$ cat src/rtl/mb_pkg.sv
`default_nettype none
package mb_pkg;
  localparam logic [15:0] TCP_PORT = 16'h01F6;
  localparam logic [7:0] FC_RD_HOLD = 8'h03;
  localparam logic [7:0] FC_RD_INPUT = 8'h04;
  localparam logic [7:0] EXC_NONE = 8'h00;
  localparam logic [7:0] EXC_FUNC = 8'h01;
  localparam logic [7:0] EXC_ADDR = 8'h02;
  localparam logic [7:0] EXC_VALUE = 8'h03;
  localparam logic [7:0] EXC_FLAG = 8'h80;
  localparam logic [15:0] LEN_EXC = 16'h0003;
  localparam logic [15:0] LEN_BASE = 16'h0003;
  localparam int AREA_BYTES = 512;
  localparam int MAX_QTY_DEF = 125;
  localparam logic [3:0] REQ_LAST = 4'hB;
  localparam logic [3:0] REQ_FULL = 4'hC;
  localparam logic [3:0] HDR_LAST = 4'h8;
  localparam logic [1:0] MEM_WAIT = 2'h2;
  localparam logic [3:0] IDX_TID_HI = 4'h0;
  localparam logic [3:0] IDX_TID_LO = 4'h1;
  localparam logic [3:0] IDX_UNIT = 4'h6;
  localparam logic [3:0] IDX_FC = 4'h7;
  localparam logic [3:0] IDX_START_HI = 4'h8;
  localparam logic [3:0] IDX_START_LO = 4'h9;
  localparam logic [3:0] IDX_QTY_HI = 4'hA;
  localparam logic [3:0] IDX_QTY_LO = 4'hB;

  typedef struct packed {
    logic [15:0] tid;
    logic [7:0] unit;
    logic [7:0] fc;
    logic [15:0] start;
    logic [15:0] qty;
  } req_t;

  typedef struct packed {
    logic [7:0] data;
    logic last;
  } beat_t;

  typedef enum logic [2:0] {
    S_IDLE = 3'b000,
    S_RECV = 3'b001,
    S_CHECK = 3'b011,
    S_HDR = 3'b010,
    S_DATA = 3'b110,
    S_DROP = 3'b100
  } state_t;
endpackage
`default_nettype wire

$ cat src/rtl/request_check.sv
`default_nettype none
module request_check import mb_pkg::*; #(
  parameter int MAX_QTY = MAX_QTY_DEF
) (
  input wire req_t req,
  input wire logic [9:0] in_size,
  input wire logic [9:0] out_size,
  output logic [7:0] code
);
  if (MAX_QTY < 1 || MAX_QTY > 125) begin : g_bad_qty
    $error("MAX_QTY out of range");
  end

  logic [16:0] end_reg;
  logic [8:0] area_regs;

  always_comb begin
    end_reg = {1'b0, req.start} + {1'b0, req.qty};
    area_regs = (req.fc == FC_RD_INPUT) ? in_size[9:1] : out_size[9:1];
    if (req.fc != FC_RD_INPUT && req.fc != FC_RD_HOLD) begin
      code = EXC_FUNC;
    end else if (req.qty == 16'h0000 || req.qty > 16'(MAX_QTY)) begin
      code = EXC_VALUE;
    end else if (end_reg > {8'h00, area_regs}) begin
      code = EXC_ADDR;
    end else begin
      code = EXC_NONE;
    end
  end
endmodule
`default_nettype wire

$ cat src/rtl/modbus_ro_server.sv
// Overview of operation
// - requests are taken and answers sent only on tcp port 502.
// - both data areas are read only, served through a subset of standard function codes and addressing.
// - function 4 returns words from the input area at bytes 0x000 to 0x1FF.
// - function 3 returns words from the output area at bytes 0x200 to 0x3FF.
// - register n from 0 to 0xFF maps to bytes 2n and 2n+1 of the chosen area.
// - with the control/status word enabled, input register 0 is the status word and output register 0 the control word.
// - an unsupported function code gets exception 0x01.
// - registers beyond the initialized part of the area get exception 0x02.
// - an invalid register quantity gets exception 0x03.
// - the low byte of the control and status words sits in the first byte of its area.
`default_nettype none
module modbus_ro_server import mb_pkg::*; #(
  parameter int MAX_QTY = MAX_QTY_DEF
) (
  input wire logic clk,
  input wire logic rst,
  input wire logic rx_valid,
  input wire beat_t rx_beat,
  input wire logic [15:0] rx_port,
  output logic rx_ready,
  output logic tx_valid,
  output beat_t tx_beat,
  input wire logic tx_ready,
  output logic [15:0] tx_port,
  output logic [9:0] mem_addr,
  input wire logic [7:0] mem_data,
  input wire logic cs_enable,
  input wire logic [15:0] status_word,
  input wire logic [15:0] control_word,
  input wire logic [9:0] in_size,
  input wire logic [9:0] out_size
);
  if (MAX_QTY < 1 || MAX_QTY > 125) begin : g_bad_qty
    $error("MAX_QTY out of range");
  end

  // register value is {byte 2n+1, byte 2n}; high byte goes out first
  function automatic logic [9:0] area_addr(input logic [7:0] fc, input logic [7:0] rn, input logic lo);
    area_addr = {fc == FC_RD_HOLD, rn, ~lo};
  endfunction

  function automatic logic [7:0] hdr_byte(input logic [3:0] i, input req_t r, input logic [7:0] code);
    logic [15:0] len;
    len = (code != EXC_NONE) ? LEN_EXC : LEN_BASE + {r.qty[14:0], 1'b0};
    case (i)
      4'h0: hdr_byte = r.tid[15:8];
      4'h1: hdr_byte = r.tid[7:0];
      4'h2, 4'h3: hdr_byte = 8'h00;
      4'h4: hdr_byte = len[15:8];
      4'h5: hdr_byte = len[7:0];
      4'h6: hdr_byte = r.unit;
      4'h7: hdr_byte = (code != EXC_NONE) ? (r.fc | EXC_FLAG) : r.fc;
      default: hdr_byte = (code != EXC_NONE) ? code : {r.qty[6:0], 1'b0};
    endcase
  endfunction

  state_t state, next_state;
  req_t req;
  logic [3:0] rx_cnt;
  logic [7:0] exc_code;
  logic [7:0] chk_code;
  logic [3:0] hdr_idx;
  logic [7:0] cur_reg;
  logic [7:0] left;
  logic byte_lo;
  logic [1:0] rd_wait;
  logic rx_fire, tx_fire, is_exc, last_data;
  logic [15:0] cs_word;

  assign rx_fire = rx_valid && rx_ready;
  assign tx_fire = tx_valid && tx_ready;
  assign is_exc = exc_code != EXC_NONE;
  assign last_data = left == 8'h01 && byte_lo;
  assign cs_word = (req.fc == FC_RD_INPUT) ? status_word : control_word;

  request_check #(.MAX_QTY(MAX_QTY)) u_check (
    .req(req),
    .in_size(in_size),
    .out_size(out_size),
    .code(chk_code)
  );

  always_comb begin
    next_state = state;
    case (state)
      S_IDLE: begin
        if (rx_fire && !rx_beat.last) begin
          next_state = (rx_port == TCP_PORT) ? S_RECV : S_DROP;
        end
      end
      S_RECV: begin
        if (rx_fire && rx_beat.last) begin
          next_state = (rx_cnt >= REQ_LAST) ? S_CHECK : S_IDLE;
        end
      end
      S_DROP: begin
        if (rx_fire && rx_beat.last) begin
          next_state = S_IDLE;
        end
      end
      S_CHECK: next_state = S_HDR;
      S_HDR: begin
        if (tx_fire && hdr_idx == HDR_LAST) begin
          next_state = is_exc ? S_IDLE : S_DATA;
        end
      end
      S_DATA: begin
        if (tx_fire && last_data) begin
          next_state = S_IDLE;
        end
      end
      default: next_state = S_IDLE;
    endcase
  end

  always_ff @(posedge clk) begin
    if (rst) begin
      state <= S_IDLE;
      rx_ready <= 1'b0;
      tx_port <= 16'h0000;
    end else begin
      state <= next_state;
      rx_ready <= next_state == S_IDLE || next_state == S_RECV || next_state == S_DROP;
      tx_port <= TCP_PORT;
    end
  end

  // request capture, bytes past the twelfth are ignored
  always_ff @(posedge clk) begin
    if (rst) begin
      rx_cnt <= 4'h0;
      req <= '0;
    end else if (rx_fire && (state == S_IDLE || state == S_RECV)) begin
      rx_cnt <= (state == S_IDLE) ? 4'h1 : ((rx_cnt == REQ_FULL) ? REQ_FULL : rx_cnt + 4'h1);
      case ((state == S_IDLE) ? IDX_TID_HI : rx_cnt)
        IDX_TID_HI: req.tid[15:8] <= rx_beat.data;
        IDX_TID_LO: req.tid[7:0] <= rx_beat.data;
        IDX_UNIT: req.unit <= rx_beat.data;
        IDX_FC: req.fc <= rx_beat.data;
        IDX_START_HI: req.start[15:8] <= rx_beat.data;
        IDX_START_LO: req.start[7:0] <= rx_beat.data;
        IDX_QTY_HI: req.qty[15:8] <= rx_beat.data;
        IDX_QTY_LO: req.qty[7:0] <= rx_beat.data;
        default: req <= req;
      endcase
    end
  end

  always_ff @(posedge clk) begin
    if (rst) begin
      exc_code <= EXC_NONE;
    end else if (state == S_CHECK) begin
      exc_code <= chk_code;
    end
  end

  // read pointer into the area; memory answers one cycle after mem_addr
  always_ff @(posedge clk) begin
    if (rst) begin
      cur_reg <= 8'h00;
      left <= 8'h00;
      byte_lo <= 1'b0;
      rd_wait <= 2'h0;
      mem_addr <= 10'h000;
    end else begin
      mem_addr <= area_addr(req.fc, cur_reg, byte_lo);
      if (state == S_CHECK) begin
        cur_reg <= req.start[7:0];
        left <= req.qty[7:0];
        byte_lo <= 1'b0;
        rd_wait <= MEM_WAIT;
      end else if (state == S_DATA && tx_fire) begin
        byte_lo <= ~byte_lo;
        rd_wait <= MEM_WAIT;
        if (byte_lo) begin
          cur_reg <= cur_reg + 8'h01;
          left <= left - 8'h01;
        end
      end else if (rd_wait != 2'h0) begin
        rd_wait <= rd_wait - 2'h1;
      end
    end
  end

  // byte output, one bubble cycle after every accepted header byte and three after every accepted data byte
  always_ff @(posedge clk) begin
    if (rst) begin
      tx_valid <= 1'b0;
      tx_beat <= '0;
      hdr_idx <= 4'h0;
    end else if (tx_fire) begin
      tx_valid <= 1'b0;
      hdr_idx <= (state == S_HDR) ? hdr_idx + 4'h1 : hdr_idx;
    end else if (state == S_CHECK) begin
      hdr_idx <= 4'h0;
    end else if (state == S_HDR && !tx_valid) begin
      tx_valid <= 1'b1;
      tx_beat.data <= hdr_byte(hdr_idx, req, exc_code);
      tx_beat.last <= is_exc && hdr_idx == HDR_LAST;
    end else if (state == S_DATA && !tx_valid && rd_wait == 2'h0) begin
      tx_valid <= 1'b1;
      if (cs_enable && cur_reg == 8'h00) begin
        tx_beat.data <= byte_lo ? cs_word[7:0] : cs_word[15:8];
      end else begin
        tx_beat.data <= mem_data;
      end
      tx_beat.last <= last_data;
    end
  end
endmodule
`default_nettype wire

$ cat config.mk
export PLATFORM = sky130hd
export DESIGN_NAME = modbus_ro_server
export DESIGN_NICKNAME = d
export VERILOG_FILES = /design/src/rtl/mb_pkg.sv /design/src/rtl/request_check.sv /design/src/rtl/modbus_ro_server.sv
export SDC_FILE = /design/constraint.sdc
export NUM_CORES = 1
export LEC_CHECK = 0
export BUFFER_PORTS_ARGS = -buffer_cell sky130_fd_sc_hd__buf_2
export CORE_MARGIN = 4
export CORE_UTILIZATION = 50
export CTS_BUF_LIST = sky130_fd_sc_hd__clkbuf_2 sky130_fd_sc_hd__clkbuf_4 sky130_fd_sc_hd__clkbuf_8
export DETAILED_ROUTE_END_ITERATION = 16
export PLACE_DENSITY = 0.72
export SYNTH_ARGS = -nofsm -noshare
export SYNTH_HDL_FRONTEND = slang
export SYNTH_HIERARCHICAL = 1
export SYNTH_SLANG_ARGS = --single-unit
$ cat constraint.sdc
create_clock -name clk -period 4.04 [get_ports clk]
set_input_delay 0.606 -clock clk [delete_from_list [all_inputs] [get_ports clk]]
set_output_delay 0.606 -clock clk [all_outputs]
set_load 0.02 [all_outputs]
## Yosys cells after proc, flatten, opt, wreduce, memory -nomap -nowiden

Index checks and enable logic that the tools add are counted.

- Word-level logic and storage cells: 157
- Input bits: 90
- Register bits: 139
- Output and inout bits: 37

- Add/subtract/negate cells: 7
- Mux-type cells: 40
- Eq/ne operators: 30
- Magnitude comparators: 3
- Reduce and logical (&&, ||, !) cells: 51
- Bitwise logic cells: 3

Operators by type and width:

| cell | count |
|---|---|
| $mux 8 | 12 |
| $pmux 8 s7 | 1 |
| $mux 9 | 4 |
| $mux 16 | 2 |
| $eq 4x3->1 const B | 6 |
| $eq 4x4->1 const B | 6 |
| $mux 4 | 6 |
| $reduce_and 2->1 | 11 |
| $mux 3 | 7 |
| $pmux 3 s6 | 1 |
| $add 16x16->17 | 1 |
| $gt 17x9->1 | 1 |
| $add 2x16->16 const A | 1 |
| $eq 16x9->1 const B | 1 |
| $gt 16x7->1 const B | 1 |
| $logic_not 16->1 | 1 |
| $logic_and 1x1->1 | 15 |
| $mux 2 | 5 |
| $reduce_bool 2->1 | 5 |
| $eq 3x3->1 const B | 3 |
| $add 4x1->4 const B | 2 |
| $add 8x1->8 const B | 1 |
| $eq 4x1->1 const B | 2 |
| $eq 4x2->1 const B | 2 |
| 24 further kinds | 37 |

## Longest topological paths before layout

- Word-level depth: 8
- Mapped depth: 17
- Depth with buffers taken out: 17

## Cells and area by module

The synthesis kept the hierarchy.

Modules (own cells, without submodules):

| module | times used | area each (um^2) | cells each | seq. area each (um^2) |
|---|---|---|---|---|
| modbus_ro_server | 1 | 6211.0 | 720 | 2482.4 |
| request_check | 1 | 1327.5 | 176 | 0.0 |

## Worst setup path after synthesis

No wires, ideal clock.

- Path type: register -> register
- Start: register, netlist name req[0]
- End: register exc_code[1]
- Data arrival time: 3.109 ns
- Data required time: 3.970 ns
- Cell stages (with the launch flop): 18
- Library setup time: 0.070 ns
- Path slack: 0.861 ns
- Cells stage by stage: dfxtp_1 -> ha_1 -> inv_1 -> fa_1 -> and2b_1 -> o211ai_1 -> a31o_2 -> a21oi_1 -> xor2_1 -> ha_1 -> nand3_1 -> nor3_1 -> a21oi_1 -> o21ai_0 -> and4_1 -> a41oi_2 -> nand2_1 -> a21oi_1

- Cells in the longest elaborated chain, start to end: 5
- Elaborated cells on any way between the ends: 8
- Those cells by class: add/sub: 1; order compare: 2; mux: 3; reduce/logical: 2

RTL lines:

| element | line | source |
|---|---|---|
| $add 16x16->17 | request_check.sv:18 | `end_reg = {1'b0, req.start} + {1'b0, req.qty};` |
| $gt 17x9->1 | request_check.sv:24 | `end else if (end_reg > {8'h00, area_regs}) begin` |
| $mux 2 | request_check.sv:24 |  |
| $mux 8 (*) | request_check.sv:22 | `end else if (req.qty == 16'h0000 \|\| req.qty > 16'(MAX_QTY)) begin` |
| $mux 8 (*) | request_check.sv:20 | `if (req.fc != FC_RD_INPUT && req.fc != FC_RD_HOLD) begin` |
| via chk_code[1] | modbus_ro_server.sv:62 | `logic [7:0] chk_code;` |
| end signal: assignment | modbus_ro_server.sv:154 | `exc_code <= chk_code;` |
| end: declaration | modbus_ro_server.sv:61 | `logic [7:0] exc_code;` |

Mark *: on every way through the listed nets, which the timed path passes. The rest lies on a longest branch.
A chain may end at the register's enable or synchronous reset.

## Worst setup path after layout

- Start: register, netlist name req[16]
- End: register exc_code[1]

- Cells in the longest elaborated chain, start to end: 5

RTL lines:

| element | line |
|---|---|
| $add 16x16->17 | request_check.sv:18 |
| $gt 17x9->1 | request_check.sv:24 |
| $mux 2 | request_check.sv:24 |
| $mux 8 | request_check.sv:22 |
| $mux 8 | request_check.sv:20 |
| via chk_code[1] | modbus_ro_server.sv:62 |

The timed path passes the listed nets, and every way through them passes these cells.

==> flow_summary.toml <==
[die]
initial_utilization = 0.515
coreArea_um2 = 14600
die_w_um = 131
fp.dieArea_um2 = 17100
die_height_um = 131
core.rowCount = 44
num_io_pins = 127

[yosys]
synth-edff-count = 0
synthTopCellsByCount = "nor2_1 (125), dfxtp_1 (124), mux2i_1 (76), nand2_1 (76), a21oi_1 (54)"
yosysMostFrequentCell = "nor2_1"
post_synth_num_cell_types = 78
syn_avg_cell_area_um2 = 8.41
synth_top_cell_by_area = "dfxtp_1"
ys_seq_area_frac = 0.329
synth_area_leaders = "dfxtp_1 (33%), mux2i_1 (10%), nor2_1 (6.2%), ha_1 (6.0%), nand2_1 (3.8%)"
ys_seq_elements = 124
synthArstFlopShare = 0
synth-main-ff-cell = "dfxtp_1"
yosysWarnings = 6
synth_area_um2 = 7540
syn_inst = 896
yosysTopAreaCellShare = 0.329

[clock_network]
clk_pin_slew_ps = 80
root_buffer = "clkbuf_8"
cts_hold_buffers = 0
cts-buffers-inserted = 17
cts_resized = 0
htreeDepth = 4
clock_latency_ps = 450
clock-sinks = 124
tritoncts = "yes"
cts_setup_buffers = 0
cts.path.max_buffers = 2

[hold_path]
min-delay-path-class = "primary input to register"

[timing]
period_share = 0.858
final-max-slew-violation-count = 0
finalHoldViolations = 0
skew_ps = 10.7
layout_min_cycle_time_ps = 3470
setup_tns_ps = 0
max_freq_mhz = 288
rsz0062_at_grt = "no"
maxSlewHeadroom = 0.183
setup_viol = 0
fin_hold_ws_ps = 444
tightest_slew_ps = 1220

[critical_path]
crit_fanout = 3
start_kind = "register"
worstPathRequired_ps = 4360
arrival_ps = 3790
path_class = "register to register"
crit_path_end_kind = "register"

[place]
gp_congestion = 0.938
dp_hpwl_mm = 14.4
dp.cells = 1139
dpl-instance-area_um2 = 8070
io_buffer_count = 115

[finish]
stdcell_count = 1171
final_util = 0.581
fin_nets = 1101
regMostFlops = "req"
diodes = 0
top_regs = "req (64), mem_addr (10), tx_beat (9)"
syn_to_final_growth_pct = 12.9
final_area_um2 = 8510
largest_register_ffs = 64
drive_gt1_frac = 0.179

[global_routing]
grt_antenna_before_repair = 0
grt_max_degree = 70
grt_pass1_vias = 6227
grt_util_all_layers = 0.233
grt_pass1_wl_mm = 31.5
overflow = 0

[power_and_ir_drop]
irDropWorstVdd_mv = 0.305
p_leak_nw = 3.44
powerDensity_nw_per_um2 = 308

[drt]
viasPerCell = 5.92
finalWirelength_mm = 20.1
drt_iter0_drc = 527
drt_pass1_iterations = 5
wire_per_inst_um = 17.1
drc = 0
num_vias = 6932
ant_nets = 0

[outcome]
status = "finished clean"

[run]
maxCapViolCount = 0
-- cells by family after synthesis --
group | synth area share
muxes | 0.125
buffers and inverters | 0.0601
adders and majority gates | 0.0624
xor gates and xnor gates | 0.0302
DFF | 0.329
AOI/OAI and AO/OA | 0.171
and+or+nand+nor | 0.221
other | 0.000996
-- cells in the final DEF, fill, tap and decap left out, drive strengths merged, types with 7 or more instances in the layout --
cell and n:
a211oi 17, a21oi 54, a221oi 16, a31oi 8, and3 7, buf 121, clkbuf 21, conb 15
dfxtp 124, ha 36, inv 21, mux2i 76, nand2 76, nand3 31, nand4 9, nor2 127
nor2b 14, nor3 24, nor4 11, o21ai 34, or4 7, xnor2 18, xor2 8
-- worst max-delay path, stage by stage (launching register included) --
cell and delay, ps:
dfxtp_1 360, ha_1 220, inv_1 70, fa_1 400
and2b_1 230, o211ai_1 140, a31o_2 310, a21oi_1 230
xor2_1 100, ha_1 310, nand3_1 110, nor3_1 240
a21oi_1 60, o21ai_0 80, and4_1 220, a41oi_2 130
nand2_1 80, a21oi_1 50
-- report_power, final --
group,switching [mW],internal (mW),leakage [nW]
clock,0.511,0.726,0.225
combinational,0.0883,0.0606,2.22
sequential,0.00684,1.23,1.00
total,0.606,2.01,3.44
-- final timing paths --
path / cells after the start / slack, ps / end / from
worst min register to register: 1 / 460 / rd_wait[0] / rd_wait[0]
worst max register to register: 17 / 570 / exc_code[1] / req[16]
worst min-delay path: 3 / 440 / tx_valid / tx_ready
worst max-delay path: 17 / 570 / exc_code[1] / req[16]
-- layout make-up --
class,count,area (um2)
fill,1360,6130
clock inverter,11,164
multi-input combinational,689,4650
timing repair buffer,121,623
inverter,21,78.8
sequential,124,2480
tap,184,230
clock buffer,21,283
-- metal layers --
metal,vias up,GRT usage,routed length [um]
met2,225,0.360,9350
met4,0,0.0702,308
met3,28,0.0516,1250
met5,-,0,0
li1,3371,-,-
met1,3308,0.328,9140
-- stage by stage --
step           power, mW  setup slack (ps)
2_1_floorplan       1.36               861
5_1_grt             2.70               245
6_report            2.62               573
3_5_place_dp        1.41               580
4_1_cts             2.63               559
3_3_place_gp        1.41               724
Power figures use the tool's default switching activity.
